[config.mk]
export PLATFORM = sky130hd
export DESIGN_NAME = bmd_discard_table
export DESIGN_NICKNAME = d
export VERILOG_FILES = /design/src/shared/bmd_pkg.sv /design/src/hw/bmd_discard_table.sv
export VERILOG_INCLUDE_DIRS = /design/src /design/src/shared
export SDC_FILE = /design/constraint.sdc
export NUM_CORES = 1
export LEC_CHECK = 0
export ABC_CLOCK_PERIOD_IN_PS = 3300
export BUFFER_PORTS_ARGS = -buffer_cell sky130_fd_sc_hd__buf_4
export CAP_MARGIN = 20
export CORE_ASPECT_RATIO = 0.5
export CORE_MARGIN = 2
export CORE_UTILIZATION = 30
export CTS_BUF_LIST = sky130_fd_sc_hd__clkbuf_4 sky130_fd_sc_hd__clkbuf_8
export CTS_CLUSTER_SIZE = 14
export DETAILED_ROUTE_END_ITERATION = 8
export GPL_TIMING_DRIVEN = 0
export SLEW_MARGIN = 20
export SYNTH_ARGS = -nofsm -noshare
export SYNTH_HDL_FRONTEND = slang
export SYNTH_SLANG_ARGS = --single-unit
[constraint.sdc]
create_clock -name clk_in -period 3.3 [get_ports clk_in]
set_input_delay 0.495 -clock clk_in [delete_from_list [all_inputs] [get_ports clk_in]]
set_output_delay 0.495 -clock clk_in [all_outputs]
set_load 0.02 [all_outputs]
[src/shared/bmd_params.svh]
/*
  Constants for the buffer manager discard-table register bank.
  Assumes inclusion by bare name; word indices are byte address divided by four.
*/
`ifndef BMD_PARAMS_SVH
`define BMD_PARAMS_SVH

// Register word indices; byte address is four times the index.
`define BMD_IDX_RST_STS 14'h1c08
`define BMD_IDX_CMD 14'h1c09
`define BMD_IDX_WDATA 14'h1c0a
`define BMD_IDX_RDATA 14'h1c0b
`define BMD_IDX_ENABLE 14'h1c10
`define BMD_IDX_IRQ_STAT 14'h1c11
`define BMD_IDX_IRQ_MASK 14'h1c12

// Field positions.
`define BMD_RDY_BIT 0
`define BMD_CMD_RNW_BIT 4
`define BMD_CMD_IDX_MSB 3
`define BMD_PROB_MSB 9

// Reset values.
`define BMD_CMD_RST 5'h00
`define BMD_PROB_RST 10'h000
`define BMD_LFSR_SEED 10'h001

// Interrupt status bits.
`define BMD_EV_INIT 0
`define BMD_EV_ACCESS 1
`define BMD_EV_DROP 2

// Table initialisation time and its cycle count at 8 ns per cycle, rounded up.
`define BMD_CLK_PERIOD_NS 8
`define BMD_INIT_TIME_NS 4096
`define BMD_INIT_CYCLES ((`BMD_INIT_TIME_NS + `BMD_CLK_PERIOD_NS - 1) / `BMD_CLK_PERIOD_NS)

`endif

[src/shared/bmd_pkg.sv]
/*
  Types for the buffer manager discard-table register bank.
  Assumes nothing beyond a SystemVerilog compiler.
*/
package bmd_pkg;

  // Table initialisation sequencer states.
  typedef enum logic [0:0] {BMD_INIT_RUN, BMD_INIT_DONE} bmd_init_state_type;

  // One drop probability in units of 1/1023.
  typedef logic [9:0] bmd_prob_type;

endpackage : bmd_pkg

[src/hw/bmd_discard_table.sv]
/*
  Buffer manager reset status and random-discard table, behind an AHB-Lite slave.
  Assumes a single master, word transfers only, and all inputs on clk_in.
*/
// The AHB-Lite interface to the registers is this design's own decision.
`timescale 1ns/1ns
`include "bmd_params.svh"

module bmd_discard_table import bmd_pkg::*; #(
  parameter int INIT_CYCLES = `BMD_INIT_CYCLES
) (
  // Clock and reset.
  input wire logic clk_in,
  input wire logic reset_n_in,
  // AHB-Lite slave.
  input wire logic hsel_in,
  input wire logic [31:0] haddr_in,
  input wire logic [1:0] htrans_in,
  input wire logic hwrite_in,
  input wire logic [2:0] hsize_in,
  input wire logic hready_in,
  input wire logic [31:0] hwdata_in,
  output logic [31:0] hrdata_out,
  output logic hreadyout_out,
  output logic hresp_out,
  // Fabric reset request from the switch core.
  input wire logic fabric_reset_in,
  // Ingress meter side.
  input wire logic pkt_valid_in,
  input wire logic pkt_yellow_in,
  input wire logic [7:0] port_buf_count_in,
  output logic drop_valid_out,
  output logic drop_out,
  // Interrupt.
  output logic irq_out
);

  localparam int INIT_LAST = INIT_CYCLES - 1;

  // Bus phase state.
  logic ap_valid_r, ap_valid_nxt;
  logic ap_write_r, ap_write_nxt;
  logic [13:0] ap_idx_r, ap_idx_nxt;
  logic rd_done_r, rd_done_nxt;
  logic [31:0] hrdata_r, hrdata_nxt;
  // Registers.
  logic [4:0] cmd_r, cmd_nxt;
  bmd_prob_type wdata_r, wdata_nxt;
  bmd_prob_type rdata_r, rdata_nxt;
  logic enable_r, enable_nxt;
  logic [2:0] irq_stat_r, irq_stat_nxt;
  logic [2:0] irq_mask_r, irq_mask_nxt;
  // Initialisation sequencer.
  bmd_init_state_type init_state_r, init_state_nxt;
  logic [15:0] init_cnt_r, init_cnt_nxt;
  // Meter path.
  logic [9:0] lfsr_r, lfsr_nxt;
  logic drop_valid_r, drop_valid_nxt;
  logic drop_r, drop_nxt;
  // Table storage and its write port.
  bmd_prob_type table_mem [16];
  logic tbl_we;
  logic [3:0] tbl_waddr;
  // Shared decode terms.
  logic take, wr_cmt, cmd_hit, ready, init_ev;
  logic [3:0] use_idx;
  bmd_prob_type use_prob;
  logic [2:0] events;

  // A read holds one wait state so its data come from settled registers.
  assign hreadyout_out = ~(ap_valid_r & ~ap_write_r & ~rd_done_r);
  assign hresp_out = 1'b0;
  assign hrdata_out = hrdata_r;
  assign take = hsel_in & hready_in & htrans_in[1];
  assign wr_cmt = ap_valid_r & ap_write_r;
  assign cmd_hit = wr_cmt & (ap_idx_r == `BMD_IDX_CMD);
  assign ready = (init_state_r == BMD_INIT_DONE);
  assign irq_out = |(irq_stat_r & irq_mask_r);
  assign drop_valid_out = drop_valid_r;
  assign drop_out = drop_r;

  // Address phase capture and read data selection.
  always_comb begin
    ap_valid_nxt = ap_valid_r;
    ap_write_nxt = ap_write_r;
    ap_idx_nxt = ap_idx_r;
    rd_done_nxt = rd_done_r;
    hrdata_nxt = hrdata_r;
    if (hreadyout_out) begin
      ap_valid_nxt = take & (haddr_in[31:16] == 16'h0000);
      ap_write_nxt = hwrite_in;
      ap_idx_nxt = haddr_in[15:2];
      rd_done_nxt = 1'b0;
    end else begin
      rd_done_nxt = 1'b1;
      case (ap_idx_r)
        `BMD_IDX_RST_STS: hrdata_nxt = {31'h0, ready};
        `BMD_IDX_CMD: hrdata_nxt = {27'h0, cmd_r};
        `BMD_IDX_WDATA: hrdata_nxt = {22'h0, wdata_r};
        `BMD_IDX_RDATA: hrdata_nxt = {22'h0, rdata_r};
        `BMD_IDX_ENABLE: hrdata_nxt = {31'h0, enable_r};
        `BMD_IDX_IRQ_STAT: hrdata_nxt = {29'h0, irq_stat_r};
        `BMD_IDX_IRQ_MASK: hrdata_nxt = {29'h0, irq_mask_r};
        default: hrdata_nxt = 32'h0;
      endcase
    end
  end

  always_ff @(posedge clk_in) begin
    if (!reset_n_in) begin
      ap_valid_r <= 1'b0;
      ap_write_r <= 1'b0;
      ap_idx_r <= 14'h0000;
      rd_done_r <= 1'b0;
      hrdata_r <= 32'h0;
    end else begin
      ap_valid_r <= ap_valid_nxt;
      ap_write_r <= ap_write_nxt;
      ap_idx_r <= ap_idx_nxt;
      rd_done_r <= rd_done_nxt;
      hrdata_r <= hrdata_nxt;
    end
  end

  // Register writes, table access launch and interrupt status.
  always_comb begin
    cmd_nxt = cmd_r;
    wdata_nxt = wdata_r;
    rdata_nxt = rdata_r;
    enable_nxt = enable_r;
    irq_mask_nxt = irq_mask_r;
    irq_stat_nxt = irq_stat_r;
    tbl_we = 1'b0;
    tbl_waddr = hwdata_in[3:0];
    if (wr_cmt) begin
      case (ap_idx_r)
        `BMD_IDX_WDATA: wdata_nxt = hwdata_in[`BMD_PROB_MSB:0];
        `BMD_IDX_ENABLE: enable_nxt = hwdata_in[0];
        `BMD_IDX_IRQ_MASK: irq_mask_nxt = hwdata_in[2:0];
        `BMD_IDX_IRQ_STAT: irq_stat_nxt = irq_stat_r & ~hwdata_in[2:0];
        default: ;
      endcase
    end
    if (cmd_hit) begin
      cmd_nxt = hwdata_in[4:0];
      if (hwdata_in[`BMD_CMD_RNW_BIT]) begin
        rdata_nxt = table_mem[hwdata_in[`BMD_CMD_IDX_MSB:0]];
      end else begin
        tbl_we = 1'b1;
      end
    end
    // Hardware events win over a same-cycle software clear.
    irq_stat_nxt = irq_stat_nxt | events;
  end

  always_ff @(posedge clk_in) begin
    if (!reset_n_in) begin
      cmd_r <= `BMD_CMD_RST;
      wdata_r <= `BMD_PROB_RST;
      rdata_r <= `BMD_PROB_RST;
      enable_r <= 1'b0;
      irq_stat_r <= 3'h0;
      irq_mask_r <= 3'h0;
    end else begin
      cmd_r <= cmd_nxt;
      wdata_r <= wdata_nxt;
      rdata_r <= rdata_nxt;
      enable_r <= enable_nxt;
      irq_stat_r <= irq_stat_nxt;
      irq_mask_r <= irq_mask_nxt;
    end
  end

  // Table storage has no reset; contents are whatever software last wrote.
  always_ff @(posedge clk_in) begin
    if (tbl_we) begin
      table_mem[tbl_waddr] <= wdata_r;
    end
  end

  // Table initialisation sequencer, restarted by any fabric reset.
  always_comb begin
    init_state_nxt = init_state_r;
    init_cnt_nxt = init_cnt_r;
    init_ev = 1'b0;
    case (init_state_r)
      BMD_INIT_RUN: begin
        if (init_cnt_r == 16'(INIT_LAST)) begin
          init_state_nxt = BMD_INIT_DONE;
          init_ev = 1'b1;
        end else begin
          init_cnt_nxt = init_cnt_r + 16'h0001;
        end
      end
      BMD_INIT_DONE: init_cnt_nxt = init_cnt_r;
      default: init_state_nxt = BMD_INIT_RUN;
    endcase
    if (fabric_reset_in) begin
      init_state_nxt = BMD_INIT_RUN;
      init_cnt_nxt = 16'h0000;
      init_ev = 1'b0;
    end
  end

  always_ff @(posedge clk_in) begin
    if (!reset_n_in) begin
      init_state_r <= BMD_INIT_RUN;
      init_cnt_r <= 16'h0000;
    end else begin
      init_state_r <= init_state_nxt;
      init_cnt_r <= init_cnt_nxt;
    end
  end

  // Occupancy in 128-byte buffers picks an entry, finer at low usage.
  always_comb begin
    if (!port_buf_count_in[7] && !port_buf_count_in[6]) begin
      use_idx = {1'b0, port_buf_count_in[5:3]};
    end else if (!port_buf_count_in[7]) begin
      use_idx = {2'b10, port_buf_count_in[5:4]};
    end else begin
      use_idx = {2'b11, port_buf_count_in[6:5]};
    end
  end

  assign use_prob = table_mem[use_idx];
  assign events = {drop_nxt, cmd_hit, init_ev};

  // Yellow packets are dropped when a random draw falls below the entry.
  always_comb begin
    lfsr_nxt = {lfsr_r[8:0], lfsr_r[9] ^ lfsr_r[6]};
    drop_valid_nxt = pkt_valid_in;
    drop_nxt = pkt_valid_in & pkt_yellow_in & enable_r & ready
               & ((lfsr_r - 10'h001) < use_prob);
  end

  always_ff @(posedge clk_in) begin
    if (!reset_n_in) begin
      lfsr_r <= `BMD_LFSR_SEED;
      drop_valid_r <= 1'b0;
      drop_r <= 1'b0;
    end else begin
      lfsr_r <= lfsr_nxt;
      drop_valid_r <= drop_valid_nxt;
      drop_r <= drop_nxt;
    end
  end

  chk_ready_after_reset: assert property (@(posedge clk_in)
    $rose(reset_n_in) |-> !ready)
    else $error("Ready flag set right after reset.");

  chk_ready_after_count: assert property (@(posedge clk_in) disable iff (!reset_n_in)
    $rose(ready) |-> $past(init_cnt_r) == 16'(INIT_LAST))
    else $error("Ready flag rose before initialisation finished.");

  chk_fabric_rerun: assert property (@(posedge clk_in) disable iff (!reset_n_in)
    fabric_reset_in |=> !ready)
    else $error("Fabric reset did not restart initialisation.");

  chk_cmd_fields: assert property (@(posedge clk_in) disable iff (!reset_n_in)
    cmd_hit |=> cmd_r == $past(hwdata_in[4:0]))
    else $error("Command register did not take the written fields.");

  chk_table_write: assert property (@(posedge clk_in) disable iff (!reset_n_in)
    (cmd_hit && !hwdata_in[4]) |=> table_mem[$past(hwdata_in[3:0])] == $past(wdata_r))
    else $error("Write command did not store write data.");

  chk_read_entry: assert property (@(posedge clk_in) disable iff (!reset_n_in)
    (cmd_hit && hwdata_in[4]) |=> rdata_r == table_mem[$past(hwdata_in[3:0])])
    else $error("Read command did not present the entry.");

  chk_read_wait: assert property (@(posedge clk_in) disable iff (!reset_n_in)
    (hreadyout_out && ap_valid_nxt && !hwrite_in) |=> !hreadyout_out ##1 hreadyout_out)
    else $error("Read did not complete after exactly one wait state.");

  chk_rdata_upper: assert property (@(posedge clk_in) disable iff (!reset_n_in)
    (ap_valid_r && !ap_write_r && rd_done_r && ap_idx_r == `BMD_IDX_RDATA)
    |-> hrdata_out[31:10] == 22'h0 && hrdata_out[9:0] == rdata_r)
    else $error("Read-data register returned wrong bits.");

  chk_green_kept: assert property (@(posedge clk_in) disable iff (!reset_n_in)
    (pkt_valid_in && !pkt_yellow_in) |=> drop_valid_out && !drop_out)
    else $error("Non-yellow packet was dropped.");

endmodule : bmd_discard_table

==> flow_metrics.env, run 1 <==
export IMPL_status="complete, no violations"
export IMPL_seq_area_frac_synth_pct=55.4
export IMPL_worstSkewPairLatency_ps=560
export IMPL_area_delta_synth_final_pct=20.7
export IMPL_clk_pin_slew_ps=60
export IMPL_worstPathRequired_ps=3790
export IMPL_synth_area_per_cell_sq_um=14.1
export IMPL_cts_sinks=248
export IMPL_ys_flop_type="edfxtp_1"
export IMPL_finalCritPeriodShare_pct=96.4
export IMPL_first_pass_iters=9
export IMPL_drv_slew=0
export IMPL_max_slew_margin_pct=33.5
export IMPL_holdBufCountCts=0
export IMPL_crit_type="in -> reg"
export IMPL_syn_area_sq_um=11800
export IMPL_ioPinCount=122
export IMPL_path_max_fanout=7
export IMPL_gr_total_overflow=0
export IMPL_die_area_sq_um=41200
export IMPL_cts_tree="built"
export IMPL_synth_distinct_cells=67
export IMPL_ctsRootBufferMaster="clkbuf_8"
export IMPL_via_count=7886
export IMPL_grt_pass1_vias=7701
export IMPL_routed_wirelength_microns=31000
export IMPL_crit_arrival_ps=3670
export IMPL_viasPerCell=5.09
export IMPL_async_reset_ff_share_pct=0
export IMPL_maxCapViolations=0
export IMPL_ant_nets=0
export IMPL_final_hold_violation_count=0
export IMPL_final_common_cell="edfxtp_1"
export IMPL_clockBufferDepth=3
export IMPL_start_util_pct=30.4
export IMPL_tightest_slew_ps=992
export IMPL_die_h_microns=145
export IMPL_fin_worst_skew_ps=21.0
export IMPL_utilization_pct=36.7
export IMPL_io_buffers=63
export IMPL_power_uw=6490
export IMPL_dp_hpwl_microns=21800
export IMPL_syn_inst=838
export IMPL_cts_max_level=2
export IMPL_setup_viol=0
export IMPL_antenna_found_initial=0
export IMPL_drive_above_1_share_pct=32.7
export IMPL_synth_seq_cells=248
export IMPL_power_density_nw_per_um2=454
export IMPL_grt_pass1_wl_microns=46100
export IMPL_regArea_sq_um=6570
export IMPL_cts_made_buffers=40
export IMPL_final_cell_mix="edfxtp_1 (160), buf_4 (102), nand2_1 (89), dfxtp_1 (88), mux4_2 (81)"
export IMPL_fill_cells=3707
export IMPL_cellLeakagePower_uw=0.00449
export IMPL_multi_input_comb_area_sq_um=5020
export IMPL_drtIter0Drc=754
export IMPL_start_kind="primary input"
export IMPL_grt_max_degree=19
export IMPL_drc=0
export IMPL_post_route_min_period_ps=3180
export IMPL_synth_edf_count=160
export IMPL_gr_usage_all_layers_pct=14.8
export IMPL_crit_path_end_kind="flip-flop"
export IMPL_n_antenna_cell=0
export IMPL_nNetsFinal=1086
export IMPL_tns_ps=0
export IMPL_avgRoutedWirePerCell_microns=20.1
export IMPL_worst_ir_drop_vdd_mv=0.229
export IMPL_core_area_sq_um=38900
export IMPL_ys_warn_count=0
export IMPL_fmax_ghz=0.314
export IMPL_chipWidth_microns=285
export IMPL_gp_congestion=0.909
export IMPL_hold_path_class="in -> reg"
export IMPL_rows=51
[path summary, 6_finish.rpt]
path / slack [ps] / start / to / cells past startpoint
hold / removal: 170 / hwrite_in / ap_write_r$_SDFFE_PN0N_ / 2
setup / recovery: 120 / port_buf_count_in[7] / irq_stat_r[2]$_SDFF_PN0_ / 17
hold reg to reg: 460 / cmd_r[3]$_SDFFE_PN0P_ / cmd_r[3]$_SDFFE_PN0P_ / 2
setup reg to reg: 180 / ap_idx_r[13]$_SDFFE_PN0N_ / table_mem[0][0]$_DFFE_PP_ / 6
[cell usage after synthesis, drive strengths merged, types with 16 or more instances]
master	n	share of area (%)
dfxtp	88	15
clkbuf	28	1.3
nor2	42	1.4
nor2b	24	1.3
buf	41	2.5
mux4	87	17
nand3	18	0.76
edfxtp	160	41
a21boi	36	2.3
nand2	89	2.8
mux2i	16	1.4
nor3	18	0.84
[what timing repair did]
item / 4_1_cts / 5_1_grt
setup buffers: 6 / 15
setup endpoints to repair: 4 / 12
resized for setup: 9 / 37
pin swaps: 5 / 15
[registers in the layout, indices dropped and copies added (netlist names), 5 cells and up]
register    count
init_cnt_r     16
cmd_r           5
ap_idx_r       14
hrdata_out     10
wdata_r        10
table_mem     160
lfsr_r         10
rdata_r        10
[worst max-delay path, cell delays in order]
cell,delay (ps)
buf_4,130
buf_8,130
o21ai_4,160
a21boi_4,310
buf_8,170
buf_12,120
mux4_2,290
a22o_1,270
a221oi_4,270
ha_1,300
a21o_1,170
a21oi_1,150
nor2b_1,100
nor4_4,230
nand4_1,130
buf_4,170
nand3_2,60
[cell families after synthesis]
| group | Yosys count | synth area share, % |
|---|---|---|
| buffers and inverters | 81 | 4.28 |
| AND/OR/NAND/NOR | 254 | 11.0 |
| multiplexers | 112 | 19.1 |
| other | 1 | 0.0317 |
| adder cells (fa/ha/maj) | 11 | 1.16 |
| flip-flops | 248 | 55.4 |
| AO/OA/AOI/OAI | 108 | 7.31 |
| XOR/XNOR | 23 | 1.70 |
[layout make-up]
class | instances | share of cell area [%]
flip-flops and latches | 248 | 45.9
multi-input cells | 531 | 35.1
clock buffers | 59 | 5.15
repair buffers | 88 | 4.94
well taps | 530 | 4.64
plain buffers | 69 | 3.51
clock inverters | 11 | 0.367
inverters | 12 | 0.367
[power breakdown]
group	leakage, uW	switching (uW)	internal [uW]
clock	0.000417	1230	1430
sequential	0.00184	12.7	3280
combinational	0.00224	278	262
total	0.00449	1520	4970
[metal layers]
layer | track usage [%] | vias to the layer above | wire length (microns)
li1 | - | 3514 | -
met1 | 19.4 | 3988 | 13100
met2 | 24.7 | 329 | 14600
met3 | 3.41 | 55 | 2670
met4 | 4.02 | 0 | 604
met5 | 0 | - | 0
[stage by stage]
step                instance area [sq um]  setup WS (ps)  std cells  hold WS [ps]
global route                        14300          -41.2       1548           155
detailed placement                  13100          -1420       1457           458
floorplan                           11900           1.46        860           437
CTS                                 14000          -5.40       1533           144
global placement                    13100          -1400       1453           451
finish                              14300            119       1548           170
Power figures use the tool's default switching activity.
==> run 2, diff against run 1 <==
--- a/config.mk
+++ b/config.mk
@@ -9,6 +9,8 @@
 export ABC_CLOCK_PERIOD_IN_PS = 3300
 export BUFFER_PORTS_ARGS = -buffer_cell sky130_fd_sc_hd__buf_4
 export CAP_MARGIN = 20
+export CELL_PAD_IN_SITES_DETAIL_PLACEMENT = 1
+export CELL_PAD_IN_SITES_GLOBAL_PLACEMENT = 1
 export CORE_ASPECT_RATIO = 0.5
 export CORE_MARGIN = 2
 export CORE_UTILIZATION = 30
@@ -16,6 +18,7 @@
 export CTS_CLUSTER_SIZE = 14
 export DETAILED_ROUTE_END_ITERATION = 8
 export GPL_TIMING_DRIVEN = 0
+export PLACE_DENSITY_LB_ADDON = 0.1
 export SLEW_MARGIN = 20
 export SYNTH_ARGS = -nofsm -noshare
 export SYNTH_HDL_FRONTEND = slang
==> run 2 against run 1 <==
  * Sequential cell count unchanged
  * Core utilization rose by 0.83 points
  * Critical path depth shrank 10
  * Largest cell class unchanged
  * The run now ends with setup timing left
  * Worst setup slack got worse by 150 ps
==> flow_metrics.env, run 2 (synthesis results as in run 1) <==
export IMPL_fin_worst_skew_ps=18.5
export IMPL_rsz0062_at_grt="true"
export IMPL_fill_cells=4076
export IMPL_chipWidth_microns=285
export IMPL_power_uw=6880
export IMPL_p_int_uw=5220
export IMPL_crit_arrival_ps=3520
export IMPL_final_cell_mix="edfxtp_1 (160), buf_4 (105), nand2_1 (89), dfxtp_1 (88), mux4_2 (80)"
export IMPL_worstSkewPairLatency_ps=570
export IMPL_hold_path_class="in -> reg"
export IMPL_first_pass_iters=5
export IMPL_gp_congestion=0.785
export IMPL_drc=0
export IMPL_clkPwrFrac_pct=43.6
export IMPL_die_area_sq_um=41200
export IMPL_die_h_microns=145
export IMPL_start_kind="flip-flop"
export IMPL_switching_share_pct=24.1
export IMPL_instances_no_fill=1554
export IMPL_largest_register_ffs=160
export IMPL_final_setup_worst_slack_ps=-28.2
export IMPL_viasPerCell=5.05
export IMPL_gr_usage_all_layers_pct=17.7
export IMPL_hold_slack_ps=150
export IMPL_start_util_pct=30.4
export IMPL_setup_viol=10
export IMPL_post_route_min_period_ps=3330
export IMPL_drv_slew=0
export IMPL_cts_made_buffers=41
export IMPL_cellLeakagePower_uw=0.00461
export IMPL_maxCapViolations=0
export IMPL_power_switching_uw=1650
export IMPL_dp_cells=1456
export IMPL_crit_type="reg -> reg"
export IMPL_grt_max_degree=19
export IMPL_antenna_found_initial=1
export IMPL_power_density_nw_per_um2=470
export IMPL_path_max_fanout=10
export IMPL_drtIter0Drc=563
export IMPL_crit_path_end_kind="flip-flop"
export IMPL_avgRoutedWirePerCell_microns=23.3
export IMPL_ioPinCount=122
export IMPL_top_register="table_mem"
export IMPL_drive_above_1_share_pct=33.9
export IMPL_clk_pin_slew_ps=70
export IMPL_rows=51
export IMPL_dp_slack_ps=-1480
export IMPL_crit_start="ap_idx_r[13]$_SDFFE_PN0N_"
export IMPL_tns_ps=-204
export IMPL_routed_wirelength_microns=36300
export IMPL_via_count=7852
export IMPL_min_from="hwrite_in"
export IMPL_status="finished, violations left"
export IMPL_area_delta_synth_final_pct=23.4
export IMPL_core_area_sq_um=38900
export IMPL_regArea_sq_um=6570
export IMPL_grt_pass1_wl_microns=53500
export IMPL_cts_sinks=248
export IMPL_cts_max_level=2
export IMPL_ctsRootBufferMaster="clkbuf_8"
export IMPL_clockBufferDepth=3
export IMPL_violations="setup timing"
export IMPL_pwr_share_seq_pct=47.8
export IMPL_grt_pass1_vias=8105
export IMPL_worst_ir_drop_vdd_mv=0.169
export IMPL_max_slew_margin_pct=23.0
export IMPL_nNetsFinal=1088
export IMPL_n_antenna_cell=0
export IMPL_tightest_slew_ps=1150
export IMPL_fmax_ghz=0.300
export IMPL_combPwrFrac_pct=8.5
export IMPL_multi_input_comb_area_sq_um=5200
export IMPL_dp_hpwl_microns=24700
export IMPL_ant_nets=0
export IMPL_cts_tree="built"
export IMPL_top_regs="table_mem (160), init_cnt_r (16), ap_idx_r (14)"
export IMPL_final_common_cell="edfxtp_1"
export IMPL_io_buffers=63
export IMPL_worstPathRequired_ps=3490
export IMPL_final_hold_violation_count=0
export IMPL_finalCritPeriodShare_pct=101
export IMPL_r2r_start="ap_idx_r[13]$_SDFFE_PN0N_"
export IMPL_gr_total_overflow=0
run 2: cell count changes in the layout (fill, tap and decap cells not counted), sizes merged:
cell | previous run | this run
buf | 131 | 132
clkbuf | 85 | 87
inv | 13 | 12
bufbuf | 0 | 1
clkinv | 9 | 10
bufinv | 0 | 2
run 2: what timing repair did:
| action | CTS | global route |
|---|---|---|
| pin swaps | 9 | 18 |
| buffers inserted | 8 | 14 |
| endpoints found under the hold margin | 0 | 0 |
| resized for setup | 23 | 40 |
| setup endpoints to repair | 27 | 99 |
| cloned | 2 | 0 |
| hold buffers | 0 | 0 |
run 2: metrics by stage:
step           cell area, sq um  util (%)
2_1_floorplan             11900         -
3_3_place_gp              13100      33.6
3_5_place_dp              13200      33.8
4_1_cts                   14300      36.8
5_1_grt                   14600      37.6
6_report                  14600      37.6
run 2: metal layers:
layer | routed length, microns | up-vias | GRT usage [%]
li1 | - | 3527 | -
met3 | 1910 | 47 | 3.66
met1 | 17700 | 4065 | 25.3
met4 | 520 | 0 | 4.19
met2 | 16100 | 213 | 27.6
met5 | 0 | - | 0
run 2: path summary, 6_finish.rpt:
path                                                   to  slack (ps)  depth (start not counted)
worst min-delay path              ap_write_r$_SDFFE_PN0N_         150                          2
worst max register to register  table_mem[6][3]$_DFFE_PP_         -30                          7
worst max-delay path            table_mem[6][3]$_DFFE_PP_         -30                          7
worst min register to register  ap_idx_r[12]$_SDFFE_PN0N_         460                          2
run 2: critical path, stage by stage (launching register included):
cell      delay [ps]
dfxtp_1          330
nor4_4           440
nand4_4          180
or3_1            350
buf_2            190
nor2_1           350
nand3b_1         350
nor2_2           750
run 2: final cells by class:
cell class | count | area share, %
sequential | 248 | 44.9
multi-input combinational | 531 | 35.6
clock buffer | 62 | 5.32
timing repair buffer | 89 | 5.07
tap | 530 | 4.54
buffer | 69 | 3.48
clock inverter | 13 | 0.762
inverter | 12 | 0.359
run 2: power groups by stage:
stage	Combinational, uW	Sequential (uW)	Clock, uW
final	587	3290	3000
after global routing	629	3290	3230
after CTS	550	3290	3080
after detailed placement	492	3360	0
after global placement	484	3360	0
after floorplan	319	3350	0
